`config.mk`:
```
export PLATFORM = sky130hd
export DESIGN_NAME = mstc_start_cfg
export DESIGN_NICKNAME = d
export VERILOG_FILES = /design/src/hdl/mstc_pkg.sv /design/src/hdl/mstc_start_cfg.sv
export SDC_FILE = /design/constraint.sdc
export NUM_CORES = 1
export LEC_CHECK = 0
export BUFFER_PORTS_ARGS = -buffer_cell sky130_fd_sc_hd__buf_4
export CORE_MARGIN = 2
export CORE_UTILIZATION = 49
export DETAILED_ROUTE_END_ITERATION = 8
export GPL_TIMING_DRIVEN = 0
export PLACE_DENSITY_LB_ADDON = 0.1
export SYNTH_ARGS = -nofsm -noshare
export SYNTH_HDL_FRONTEND = slang
export SYNTH_SLANG_ARGS = --single-unit
```
`constraint.sdc`:
```
create_clock -name clk -period 5.1 [get_ports clk]
set_input_delay 1.53 -clock clk [delete_from_list [all_inputs] [get_ports clk]]
set_output_delay 1.53 -clock clk [all_outputs]
set_load 0.02 [all_outputs]
```
`src/hdl/mstc_pkg.sv`:
```
// Constants, field layout and decode tables for the motor start-up configuration word.
// Assumes one clock domain; decode tables are pure functions shared by the register bank.
package mstc_pkg;

   // Register map and reset value
   localparam logic [7:0]  MSTC_OFS_START_CFG = 8'h84;
   localparam logic [31:0] MSTC_START_CFG_RST = 32'h0000_0000;

   // Field positions (low bit of each field)
   localparam int MSTC_RSVD_POS   = 31;
   localparam int MSTC_METHOD_POS = 29;
   localparam int MSTC_RAMP_POS   = 25;
   localparam int MSTC_ALIGN_POS  = 21;
   localparam int MSTC_CAP_POS    = 17;
   localparam int MSTC_RATE_POS   = 14;
   localparam int MSTC_TRIP_POS   = 9;
   localparam int MSTC_REL_POS    = 8;
   localparam int MSTC_LEAD_POS   = 6;
   localparam int MSTC_COUNT_POS  = 4;
   localparam int MSTC_OLCAP_POS  = 3;
   localparam int MSTC_TQRAMP_POS = 2;
   localparam int MSTC_BRAKE_POS  = 1;
   localparam int MSTC_REVDRV_POS = 0;

   // Largest usable probe trip code; codes above it are not applicable
   localparam logic [4:0] MSTC_TRIP_MAX_CODE  = 5'h11;
   localparam logic [3:0] MSTC_RAMP_FREE_CODE = 4'hF;
   localparam logic [6:0] MSTC_LEAD_STEP_DEG  = 7'h1E;

   // Start-up method, in code order
   typedef enum logic [1:0] {
      MSTC_ALIGN,
      MSTC_DOUBLE_ALIGN,
      MSTC_POSITION_PROBE,
      MSTC_SLOW_FIRST_CYCLE
   } mstc_method_type;

   // Decoded configuration handed to the motor-control engine
   typedef struct packed {
      mstc_method_type start_method_select;
      logic [15:0]     ramp_rate_dapps;             // Ramp rate in 0.1 A/s
      logic            ramp_unlimited;
      logic [15:0]     align_time_ms;
      logic [15:0]     start_phase_current_cap_ma;
      logic [15:0]     position_probe_pulse_rate_hz;
      logic [15:0]     position_probe_current_trip_ma;
      logic            position_probe_trip_valid;
      logic            position_probe_release_style; // 0 brake, 1 high impedance
      logic [6:0]      position_probe_angle_lead_deg;
      logic [2:0]      position_probe_run_count;
      logic            open_loop_cap_source;
      logic            torque_current_ramp_on;
      logic            active_brake_on;
      logic            reverse_drive_option;
   } mstc_cfg_type;

   // Ramp rate in 0.1 A/s; the free-running code reads as zero
   function automatic logic [15:0] mstc_ramp_lut(input logic [3:0] code);
      logic [15:0] v;
      v = 16'h0000;
      unique case (code)
         4'h0: v = 16'h0001;
         4'h1: v = 16'h000A;
         4'h2: v = 16'h0032;
         4'h3: v = 16'h0064;
         4'h4: v = 16'h0096;
         4'h5: v = 16'h00FA;
         4'h6: v = 16'h01F4;
         4'h7: v = 16'h03E8;
         4'h8: v = 16'h05DC;
         4'h9: v = 16'h07D0;
         4'hA: v = 16'h09C4;
         4'hB: v = 16'h1388;
         4'hC: v = 16'h2710;
         4'hD: v = 16'h4E20;
         4'hE: v = 16'hC350;
         4'hF: v = 16'h0000;
      endcase
      return v;
   endfunction : mstc_ramp_lut

   // Align dwell in ms
   function automatic logic [15:0] mstc_align_lut(input logic [3:0] code);
      logic [15:0] v;
      v = 16'h0000;
      unique case (code)
         4'h0: v = 16'h000A;
         4'h1: v = 16'h0032;
         4'h2: v = 16'h0064;
         4'h3: v = 16'h00C8;
         4'h4: v = 16'h012C;
         4'h5: v = 16'h0190;
         4'h6: v = 16'h01F4;
         4'h7: v = 16'h02EE;
         4'h8: v = 16'h03E8;
         4'h9: v = 16'h05DC;
         4'hA: v = 16'h07D0;
         4'hB: v = 16'h0BB8;
         4'hC: v = 16'h0FA0;
         4'hD: v = 16'h1388;
         4'hE: v = 16'h1D4C;
         4'hF: v = 16'h2710;
      endcase
      return v;
   endfunction : mstc_align_lut

   // Align or slow first cycle current cap in mA
   function automatic logic [15:0] mstc_cap_lut(input logic [3:0] code);
      logic [15:0] v;
      v = 16'h0000;
      unique case (code)
         4'h0: v = 16'h007D;
         4'h1: v = 16'h00FA;
         4'h2: v = 16'h01F4;
         4'h3: v = 16'h03E8;
         4'h4: v = 16'h05DC;
         4'h5: v = 16'h07D0;
         4'h6: v = 16'h09C4;
         4'h7: v = 16'h0BB8;
         4'h8: v = 16'h0DAC;
         4'h9: v = 16'h0FA0;
         4'hA: v = 16'h1194;
         4'hB: v = 16'h1388;
         4'hC: v = 16'h157C;
         4'hD: v = 16'h1770;
         4'hE: v = 16'h1B58;
         4'hF: v = 16'h1F40;
      endcase
      return v;
   endfunction : mstc_cap_lut

   // Probe pulse rate in Hz
   function automatic logic [15:0] mstc_rate_lut(input logic [2:0] code);
      logic [15:0] v;
      v = 16'h0000;
      unique case (code)
         3'h0: v = 16'h0032;
         3'h1: v = 16'h0064;
         3'h2: v = 16'h00FA;
         3'h3: v = 16'h01F4;
         3'h4: v = 16'h03E8;
         3'h5: v = 16'h07D0;
         3'h6: v = 16'h1388;
         3'h7: v = 16'h2710;
      endcase
      return v;
   endfunction : mstc_rate_lut

   // Probe current trip in mA; not-applicable codes read as zero
   function automatic logic [15:0] mstc_trip_lut(input logic [4:0] code);
      logic [15:0] v;
      v = 16'h0000;
      case (code)
         5'h00: v = 16'h00FA;
         5'h01: v = 16'h01F4;
         5'h02: v = 16'h02EE;
         5'h03: v = 16'h03E8;
         5'h04: v = 16'h04E2;
         5'h05: v = 16'h05DC;
         5'h06: v = 16'h07D0;
         5'h07: v = 16'h09C4;
         5'h08: v = 16'h0BB8;
         5'h09: v = 16'h0E53;
         5'h0A: v = 16'h0FA0;
         5'h0B: v = 16'h123B;
         5'h0C: v = 16'h1388;
         5'h0D: v = 16'h14D5;
         5'h0E: v = 16'h1770;
         5'h0F: v = 16'h1A0B;
         5'h10: v = 16'h1CA5;
         5'h11: v = 16'h1F40;
         default: v = 16'h0000;
      endcase
      return v;
   endfunction : mstc_trip_lut

endpackage : mstc_pkg

```
`src/hdl/mstc_start_cfg.sv`:
```
// Motor start-up configuration word: storage, read-back and decode for the start-up engine.
// Assumes a simple synchronous register port from the device's register interface;
// one clock, asynchronous active-low reset.
// Decoded outputs change on the same edge as the stored word.
`timescale 1ns/1ps

module mstc_start_cfg
   import mstc_pkg::*;
#(
   parameter int ADDR_W = 8                         // Register address width
)(
   input  wire logic              clk,              // 100 MHz clock
   input  wire logic              rst_n,            // Asynchronous reset, active low
   input  wire logic              reg_wr,           // Write strobe, one cycle
   input  wire logic              reg_rd,           // Read strobe, one cycle
   input  wire logic [ADDR_W-1:0] reg_addr,         // Byte address
   input  wire logic [31:0]       reg_wdata,        // Write data
   output logic      [31:0]       reg_rdata,        // Read data, valid with reg_rvalid
   output logic                   reg_rvalid,       // Read answer pulse
   output logic      [31:0]       start_cfg_word,   // Raw stored word
   output mstc_cfg_type           start_cfg         // Decoded values for the engine
);

   logic [31:0]  word_r, word_nxt;
   logic [31:0]  rdata_r, rdata_nxt;
   logic         rvalid_r, rvalid_nxt;
   mstc_cfg_type cfg_r, cfg_nxt;
   logic         hit;

   // Full address compare: only the one word answers, no aliases at other offsets
   assign hit = (reg_addr == ADDR_W'(MSTC_OFS_START_CFG));

   // Next word, read answer and decode; decode follows word_nxt so outputs never lag the word
   always_comb
   begin
      word_nxt   = word_r;
      rdata_nxt  = 32'h0000_0000;
      rvalid_nxt = reg_rd;
      if (reg_wr && hit)
      begin
         word_nxt = reg_wdata;
      end
      if (reg_rd && hit)
      begin
         rdata_nxt = word_r;
      end
      // Unmapped reads answer zero so software never sees stale data
      cfg_nxt.start_method_select =
         mstc_method_type'(word_nxt[MSTC_METHOD_POS +: 2]);
      cfg_nxt.ramp_rate_dapps  = mstc_ramp_lut(word_nxt[MSTC_RAMP_POS +: 4]);
      cfg_nxt.ramp_unlimited   = (word_nxt[MSTC_RAMP_POS +: 4] == MSTC_RAMP_FREE_CODE);
      cfg_nxt.align_time_ms    = mstc_align_lut(word_nxt[MSTC_ALIGN_POS +: 4]);
      cfg_nxt.start_phase_current_cap_ma =
         mstc_cap_lut(word_nxt[MSTC_CAP_POS +: 4]);
      cfg_nxt.position_probe_pulse_rate_hz =
         mstc_rate_lut(word_nxt[MSTC_RATE_POS +: 3]);
      cfg_nxt.position_probe_current_trip_ma =
         mstc_trip_lut(word_nxt[MSTC_TRIP_POS +: 5]);
      // The engine must not probe against a zero trip; it checks this flag
      cfg_nxt.position_probe_trip_valid =
         (word_nxt[MSTC_TRIP_POS +: 5] <= MSTC_TRIP_MAX_CODE);
      cfg_nxt.position_probe_release_style = word_nxt[MSTC_REL_POS];
      cfg_nxt.position_probe_angle_lead_deg =
         7'(MSTC_LEAD_STEP_DEG * {5'h00, word_nxt[MSTC_LEAD_POS +: 2]});
      cfg_nxt.position_probe_run_count =
         3'({1'b0, word_nxt[MSTC_COUNT_POS +: 2]} + 3'h1);
      cfg_nxt.open_loop_cap_source   = word_nxt[MSTC_OLCAP_POS];
      cfg_nxt.torque_current_ramp_on = word_nxt[MSTC_TQRAMP_POS];
      cfg_nxt.active_brake_on        = word_nxt[MSTC_BRAKE_POS];
      cfg_nxt.reverse_drive_option   = word_nxt[MSTC_REVDRV_POS];
   end

   // State registers; reset values decode the all-zero word
   // Read data and its valid are registered, so the port answers one cycle after the strobe;
   // rdata is cleared between answers so a stray capture cannot pick up the stored word
   always_ff @(posedge clk or negedge rst_n)
   begin
      if (!rst_n)
      begin
         word_r   <= MSTC_START_CFG_RST;
         rdata_r  <= 32'h0000_0000;
         rvalid_r <= 1'b0;
         cfg_r    <= '{start_method_select: MSTC_ALIGN,
                       ramp_rate_dapps: 16'h0001,
                       align_time_ms: 16'h000A,
                       start_phase_current_cap_ma: 16'h007D,
                       position_probe_pulse_rate_hz: 16'h0032,
                       position_probe_current_trip_ma: 16'h00FA,
                       position_probe_trip_valid: 1'b1,
                       position_probe_run_count: 3'h1,
                       default: '0};
      end
      else
      begin
         word_r   <= word_nxt;
         rdata_r  <= rdata_nxt;
         rvalid_r <= rvalid_nxt;
         cfg_r    <= cfg_nxt;
      end
   end

   assign reg_rdata      = rdata_r;
   assign reg_rvalid     = rvalid_r;
   assign start_cfg_word = word_r;
   assign start_cfg      = cfg_r;
endmodule : mstc_start_cfg

```
Yosys cells after proc, flatten, opt, wreduce, memory -nomap -nowiden

Memories as Yosys holds them, arrays and structs flattened. A register that Yosys moved wholly into a read port is not among the register bits.
Index checks and enable logic that the tools add are counted.

Input port bits: 44
Memories kept: 5
Logic and storage cells: 37
Register bits after elaboration: 147
Bits in read-only memories: 1184
Output and inout port bits: 164

Memory list:

| memory           | depth | bits a word | read ports | clocked after memory_dff | write ports | line            | source |
|---|---|---|---|---|---|---|---|
| (name not given) | 32    | 13          | 1          | 1                        | 0           | mstc_pkg.sv:153 | `case (code)` |
| (name not given) | 16    | 16          | 1          | 1                        | 0           | mstc_pkg.sv:61  | `unique case (code)` |
| (name not given) | 16    | 13          | 1          | 1                        | 0           | mstc_pkg.sv:86  | `unique case (code)` |
| (name not given) | 16    | 13          | 1          | 1                        | 0           | mstc_pkg.sv:111 | `unique case (code)` |
| (name not given) | 8     | 12          | 1          | 1                        | 0           | mstc_pkg.sv:136 | `unique case (code)` |

Multipliers: 1
Order comparisons: 1
Multiplexer cells: 2
Add/subtract/negate cells: 1
Reductions and logical operators: 7
Equality and inequality tests: 2

Operators by type and width:

| operator              | number |
|---|---|
| $mux W32              | 1 |
| $mux W31              | 1 |
| $eq A8 B8 Y1 const B  | 1 |
| $mul A4 B2 Y6 const A | 1 |
| $le A5 B5 Y1 const B  | 1 |
| $logic_not A1 Y1      | 5 |
| $eq A4 B4 Y1 const B  | 1 |
| $add A2 B1 Y3 const B | 1 |
| $logic_and A1 B1 Y1   | 2 |

Longest topological paths before layout

Gate-level depths: netlist (run 1).

Word-level depth: 4
Depth in mapped cells: 11
Depth with buffers taken out: 9

Worst setup path before layout (run 1)

No wires, ideal clock.

Kind: input port to flip-flop
Start: in reg_addr[5]
End: reg start_cfg[68] (netlist name)
Stages: 9
Data required time: 5.021 ns
Library setup time: 0.079 ns
Buffers on the path: 2
Data arrival time: 3.645 ns
Setup slack: 1.376 ns
Cells stage by stage: nor4b_4 and3_1 buf_4 buf_4 mux2i_1 inv_1 ha_1 mux2_2 mux2i_1

Longest elaborated chain between the ends: 3

RTL lines:

| item                | line                 | source |
|---|---|---|
| start, declared     | mstc_start_cfg.sv:16 | `input wire logic [ADDR_W-1:0] reg_addr,` |
| $eq A8 B8 Y1        | mstc_start_cfg.sv:31 | `assign hit = (reg_addr == ADDR_W'(MSTC_OFS_START_CFG));` |
| $logic_and A1 B1 Y1 | mstc_start_cfg.sv:39 | `if (reg_wr && hit)` |
| $mux W31            | mstc_start_cfg.sv:39 |  |
| via word_nxt[22]    | mstc_start_cfg.sv:24 | `logic [31:0] word_r, word_nxt;` |

The timed path passes the listed nets, and every way through them passes these cells.
A chain may end at the register's enable or synchronous reset.

Final worst setup path (run 1)

Start: in reg_addr[5]
End: reg start_cfg[68] (netlist name)

Longest elaborated chain between the ends: 3

RTL lines:

| item                | line |
|---|---|
| $eq A8 B8 Y1        | mstc_start_cfg.sv:31 |
| $logic_and A1 B1 Y1 | mstc_start_cfg.sv:39 |
| $mux W31            | mstc_start_cfg.sv:39 |
| via word_nxt[22]    | mstc_start_cfg.sv:24 |

The timed path passes the listed nets, and every way through them passes these cells.

==> results of run 1 <==
[per-stage QoR]
| stage | util | hold slack (ns) |
|---|---|---|
| after global placement | 0.639 | 0.451 |
| after CTS | 0.696 | 0.484 |
| after detailed placement | 0.642 | 0.477 |
| after global routing | 0.696 | 0.515 |
| final | 0.696 | 0.474 |
| after floorplan | - | 0.573 |
[cell type report]
cell class	instances	area, um2
fillers	979	3860
flip-flops and latches	140	3530
multi-input cells	359	2460
repair buffers	192	1470
clock buffers	21	470
plain buffers	51	335
well taps	172	215
clock inverters	11	213
inverters	34	128
[worst min path at each step]
stage	endpoint	cells past startpoint
after floorplan	start_cfg[4]$_DFF_PN1_	1
after global placement	start_cfg[4]$_DFF_PN1_	1
after detailed placement	start_cfg[4]$_DFF_PN1_	1
after CTS	start_cfg[4]$_DFF_PN1_	1
after global routing	start_cfg[4]$_DFF_PN1_	1
final	start_cfg[4]$_DFF_PN1_	1
[per-layer routing]
metal / up-vias / global-route usage / wire length [um]
li1: 2356 / - / -
met1: 2388 / 0.304 / 6740
met2: 214 / 0.383 / 7980
met3: 30 / 0.0598 / 1040
met4: 0 / 0.109 / 355
met5: - / 0 / 0
[logic make-up (layout without fill, tap and decap cells)]
| family | after synthesis | count (layout) | synth area share |
|---|---|---|---|
| AO/OA/AOI/OAI | 78 | 78 | 0.0823 |
| AND/OR/NAND/NOR | 191 | 191 | 0.151 |
| other | 1 | 14 | 0.000586 |
| XOR/XNOR | 3 | 3 | 0.00410 |
| multiplexers | 50 | 50 | 0.0936 |
| buffers and inverters | 85 | 309 | 0.0723 |
| flip-flops | 140 | 140 | 0.551 |
| adder cells (fa/ha/maj) | 23 | 23 | 0.0449 |
[placed cells by master (no fill, tap or decap), types with 5 or more instances in the layout]
cell	n
nor2_1	33
clkbuf_16	17
dfrtp_1	120
inv_2	7
conb_1	14
nand2b_1	5
clkbuf_1	12
nor3_1	19
a31oi_1	6
and3_1	5
a21oi_1	17
nor3b_1	6
bufinv_16	6
a211oi_1	9
dfstp_2	20
mux2i_2	6
buf_4	220
o21ai_0	14
o22ai_1	5
mux2_2	11
ha_1	23
nand3_1	8
mux2i_1	28
mux2i_4	5
inv_1	27
nand2_1	66
and2_1	33
buf_2	7
[report_power, final]
part | leakage, nW | switching (mW) | total, mW | internal (mW)
Combinational | 2.50 | 0.235 | 0.404 | 0.169
Sequential | 1.87 | 0.0305 | 1.21 | 1.17
Clock | 0.337 | 0.455 | 1.41 | 0.955
Total | 4.71 | 0.720 | 3.02 | 2.30
[sequential cells by signal (all words and copies together), names as in the netlist]
| signal | count |
|---|---|
| start_cfg | 78 |
| reg_rvalid | 1 |
| reg_rdata | 32 |
| start_cfg_word | 29 |
[worst max-delay path, cell delays in order]
cell	delay, ns
buf_4	0.12
nor4b_4	0.33
and3_1	0.20
buf_4	0.20
buf_4	0.24
mux2i_1	0.55
inv_1	0.21
ha_1	0.42
mux2_2	0.29
mux2i_1	0.14
[synth_stat cells, types with 8 or more instances]
master / instances / area share
a211oi_1: 9 / 0.011
a21oi_1: 17 / 0.013
and2_1: 33 / 0.032
buf_4: 30 / 0.035
clkbuf_1: 11 / 0.0064
dfrtp_1: 120 / 0.47
dfstp_2: 20 / 0.082
ha_1: 23 / 0.045
inv_1: 27 / 0.016
mux2_2: 11 / 0.019
mux2i_1: 28 / 0.044
nand2_1: 66 / 0.039
nand3_1: 8 / 0.0063
nor2_1: 33 / 0.019
nor3_1: 19 / 0.015
o21ai_0: 14 / 0.011
==> flow_summary.json, run 1 <==
{
  "cts_tree": "done",
  "hold_buffers": 0,
  "die_area_mm2": 0.0140,
  "numCtsBuffers": 17,
  "clk_latency_ns": 0.42,
  "dp.cells": 948,
  "power.total_mw": 3.02,
  "area_growth_syn_to_layout_pct": 37.7,
  "die_w_um": 118,
  "status": "completed",
  "place_area_mm2": 0.00813,
  "htree_levels": 4,
  "critical_path.max_fanout": 10,
  "vdd_drop_max_v": 0.000218,
  "tns_ns": 0,
  "drtIter0Drc": 397,
  "io_pins": 208,
  "slew_violations": 0,
  "start_util": 0.505,
  "post-place-ws_ns": 0.768,
  "cts_root_buf": "clkbuf_16",
  "reg2reg_to": "start_cfg[26]$_DFF_PN0_",
  "cts_setup_buffers": 0,
  "antenna_found_initial": 0,
  "vias": 4988,
  "fmax_mhz": 256,
  "worstRegToRegCells": 6,
  "grt_pass1_vias": 4969,
  "worstMarginPinSlew_ns": 0.679,
  "grt_max_degree": 94,
  "nets": 862,
  "drt-pass1-iter-count": 5,
  "layout_min_cycle_time_ns": 3.90,
  "reg2reg_slack_ns": 2.77,
  "setup_viol": 0,
  "maxCapViolCount": 0,
  "grt_pass1_wl_um": 25800,
  "required_ns": 5.44,
  "endpoint_kind": "flop",
  "synth-async-reset-ratio": 1.00,
  "ctsLongestPathBuffers": 2,
  "period_share": 0.765,
  "rows": 41,
  "ant_nets": 0,
  "critPathLaunchType": "primary input",
  "synthFlopType": "dfrtp_1",
  "synth-edff-count": 0,
  "startpoint": "reg_addr[5]",
  "grt-ovfl-total": 0,
  "reg2reg_from": "start_cfg_word[9]$_DFF_PN0_",
  "fin_ws_ns": 1.20,
  "min_from": "start_cfg_word[4]$_DFF_PN0_",
  "portBuffers": 191,
  "synth_cell_type_count": 56,
  "grt_setup_unrepaired": "no",
  "ys_seq_area_frac": 0.551,
  "place.gp.congestion": 0.936,
  "crit_type": "in2reg",
  "drt_wl_total_um": 16100,
  "drive_above_1_share": 0.397,
  "synth_seq_cells": 140,
  "arrival_ns": 4.24,
  "leakage_nw": 4.71,
  "antenna_cells": 0,
  "post_drt_wl_per_cell_um": 16.4,
  "finalInstanceArea_mm2": 0.00881,
  "syn_area_mm2": 0.00640,
  "die_height_um": 118,
  "power_density_mw_per_mm2": 342,
  "synth_cells": 571,
  "viasPerCell": 5.09,
  "grtUsageTotal": 0.238,
  "drcViolationCount": 0,
  "hold_path_class": "reg2reg",
  "final_hold_viol_count": 0,
  "clk_pin_slew_ns": 0.06,
  "yosysWarnings": 0,
  "cts.sinks": 140,
  "hpwl_um": 11500,
  "max_slew_margin": 0.534,
  "endpoint": "start_cfg[68]$_DFF_PN0_",
  "final_cells": 980,
  "fp.coreArea_mm2": 0.0127,
  "clock_skew_ns": 0.00568,
  "avgSynthCellArea_um2": 11.2,
  "ctsResizeCount": 0
}
Note: power is estimated with default switching activity, not from simulation.
==> run 2: changes to the inputs <==
Settings changed: ABC_AREA from default to 1, CORE_UTILIZATION 49 to 45.
Clock period 5.1 ns to 3.4 ns, I/O delays scaled along.
==> flow_summary.json, run 2 <==
{
  "die_area_mm2": 0.0141,
  "path_buf_inv": 5,
  "htree_levels": 4,
  "drive_above_1_share": 0.375,
  "portBuffers": 193,
  "synth-async-reset-ratio": 1.00,
  "cts_setup_buffers": 0,
  "min_from": "start_cfg_word[31]$_DFFE_PN0N_",
  "synth-edff-count": 0,
  "hold_buffers": 0,
  "clk_pin_slew_ns": 0.06,
  "layout_min_cycle_time_ns": 3.01,
  "endpoint_kind": "flop",
  "hold_path_class": "reg2reg",
  "fp.coreArea_mm2": 0.0127,
  "ant_nets": 0,
  "grt_pass1_wl_um": 23500,
  "avgSynthCellArea_um2": 9.77,
  "synth_xor_area_frac": 0,
  "place.gp.congestion": 0.914,
  "worstMarginPinSlew_ns": 0.593,
  "required_ns": 3.75,
  "tns_ns": 0,
  "antenna_cells": 0,
  "muxShareOfSynthArea": 0,
  "syn_area_mm2": 0.00590,
  "largest_register_ff_count": 78,
  "post_drt_wl_per_cell_um": 14.3,
  "antenna_found_initial": 0,
  "synth_most_common_cell": "nand2_1",
  "power.total_mw": 4.29,
  "synth_cell_type_count": 29,
  "yosysWarnings": 0,
  "grt_pass1_vias": 4615,
  "drt_wl_total_um": 14600,
  "synth_compound_area_frac": 0.0784,
  "maxCapViolCount": 0,
  "drt-pass1-iter-count": 4,
  "clk_latency_ns": 0.42,
  "pwr-share-clk": 0.439,
  "drtIter0Drc": 329,
  "fillers": 1092,
  "synth_seq_cells": 140,
  "die_w_um": 119,
  "synth_cells": 604,
  "synth_adder_area_share": 0.0487,
  "dp.cells": 983,
  "critPathLaunchType": "primary input",
  "comb_power_share": 0.140,
  "vdd_drop_max_v": 0.000312,
  "critical_path.max_fanout": 10,
  "ys_seq_area_frac": 0.598,
  "crit_slowest_cell": "o21ai_1",
  "layout_common_cells": "218 x buf_4, 137 x nand2_1, 120 x dfrtp_1",
  "period_share": 0.886,
  "cts.sinks": 140,
  "max_slew_margin": 0.604,
  "intPower_mw": 3.24,
  "ctsLongestPathBuffers": 2,
  "arrival_ns": 3.36,
  "leakage_nw": 4.47,
  "switchingPower_mw": 1.05,
  "status": "completed",
  "grt-ovfl-total": 0,
  "nets": 897,
  "grt_max_degree": 83,
  "io_pins": 208,
  "critPathTopFamily": "simple AND/OR/NAND/NOR gates",
  "yosysTopAreaCell": "dfrtp_1",
  "slew_violations": 0,
  "clock_skew_ns": 0.00930,
  "numCtsBuffers": 17,
  "cts_tree": "done",
  "synth-simple-area-share": 0.173,
  "min_to": "reg_rdata[31]$_DFF_PN0_",
  "start_util": 0.464,
  "whs_ns": 0.515,
  "hpwl_um": 10900,
  "die_height_um": 119,
  "hold-path-cell-count": 2,
  "drcViolationCount": 0,
  "fmax_mhz": 332,
  "vias": 4657,
  "crit_chain": "buf_4, inv_1, nand2_1, nor2_2, nand3_1, buf_4, buf_6, o21ai_1, inv_1, ha_1, or2_1, nand3_1, and2_1",
  "synth_top_family_by_area": "simple AND/OR/NAND/NOR gates",
  "cts_root_buf": "clkbuf_16",
  "reg2reg_from": "start_cfg_word[21]$_DFF_PN0_",
  "reg2reg_slack_ns": 1.67,
  "critPathMaxStageDelay_ns": 0.40,
  "grt_setup_unrepaired": "no",
  "seqPwrFrac": 0.421,
  "synth_top_area_share": 0.509,
  "switching_share": 0.245,
  "setup_viol": 0,
  "crit_type": "in2reg",
  "viasPerCell": 4.59,
  "area_growth_syn_to_layout_pct": 40.1,
  "final_cells": 1015,
  "rows": 41,
  "grtUsageTotal": 0.217,
  "reg2reg_to": "start_cfg[66]$_DFF_PN0_",
  "synth_top_cells_by_area": "dfrtp_1 51%, dfstp_2 8.9%, nand2_1 8.7%",
  "power_density_mw_per_mm2": 519,
  "final_hold_viol_count": 0,
  "synthFlopType": "dfrtp_1",
  "mostFrequentLayoutCell": "buf_4",
  "ctsResizeCount": 0,
  "synth_top_cells_by_count": "137 x nand2_1, 120 x dfrtp_1, 76 x inv_1",
  "worstRegToRegCells": 8
}
==> run 2: changes by cell type after synthesis, sizes merged, moves of 15 or more <==
cell / delta
and2: -32
inv: +51
mux2i: -39
nand2: +79
nor2: +38
nor3: -15
o21ai: +34
==> run 2: area by class of cell <==
type                    instances  area (um2)  area share
clock inverters                 5        77.6     0.00938
flip-flops and latches        140        3530       0.427
multi-input cells             354        1820       0.220
plain buffers                  38         282      0.0340
repair buffers                194        1480       0.179
clock buffers                  27         543      0.0657
inverters                      85         319      0.0386
well taps                     172         215      0.0260
==> run 2: stage by stage <==
step,setup slack [ns],instance area (um2),utilization
after detailed placement,-0.0264,7650,0.601
final,0.386,8270,0.650
after global placement,0.0245,7620,0.599
after global routing,0.220,8270,0.650
after CTS,0.400,8270,0.650
after floorplan,0.528,5950,-
==> run 2: cells by family after synthesis <==
family                   count (synthesis)
flip-flops                             140
AO/OA/AOI/OAI                           68
adder cells (fa/ha/maj)                 23
other                                    1
buffers and inverters                  123
AND/OR/NAND/NOR                        249
==> run 2: how the worst max path moves through the flow <==
stage                start                 endpoint  slack (ns)  cells past startpoint
2_1_floorplan  reg_addr[3]  start_cfg[66]$_DFF_PN0_        0.53                     12
3_3_place_gp   reg_addr[5]  start_cfg[66]$_DFF_PN0_        0.02                     13
3_5_place_dp   reg_addr[5]  start_cfg[66]$_DFF_PN0_       -0.03                     13
4_1_cts        reg_addr[5]  start_cfg[66]$_DFF_PN0_        0.40                     13
5_1_grt        reg_addr[5]  start_cfg[66]$_DFF_PN0_        0.22                     13
6_report       reg_addr[5]  start_cfg[66]$_DFF_PN0_        0.39                     13
==> run 2: tightest hold or removal path: cells and delay by family (launching register included) <==
family	cells	cell delay [ns]
buffers and inverters	1	0.07
AND/OR/NAND/NOR	1	0.04
flip-flops	1	0.37
==> run 2: power by group through the flow <==
stage / sequential [mW] / clock, mW / combinational, mW
after floorplan: 1.94 / 0 / 0.209
after global placement: 1.83 / 0 / 0.591
after detailed placement: 1.83 / 0 / 0.604
after CTS: 1.81 / 1.92 / 0.607
after global routing: 1.81 / 1.99 / 0.655
final: 1.80 / 1.88 / 0.602
==> run 2: per-layer routing <==
metal | vias to the layer above | share of wire | GRT usage
li1 | 2274 | - | -
met1 | 2180 | 0.42 | 0.264
met2 | 186 | 0.50 | 0.363
met3 | 17 | 0.071 | 0.0627
met4 | 0 | 0.014 | 0.0833
met5 | - | 0 | 0
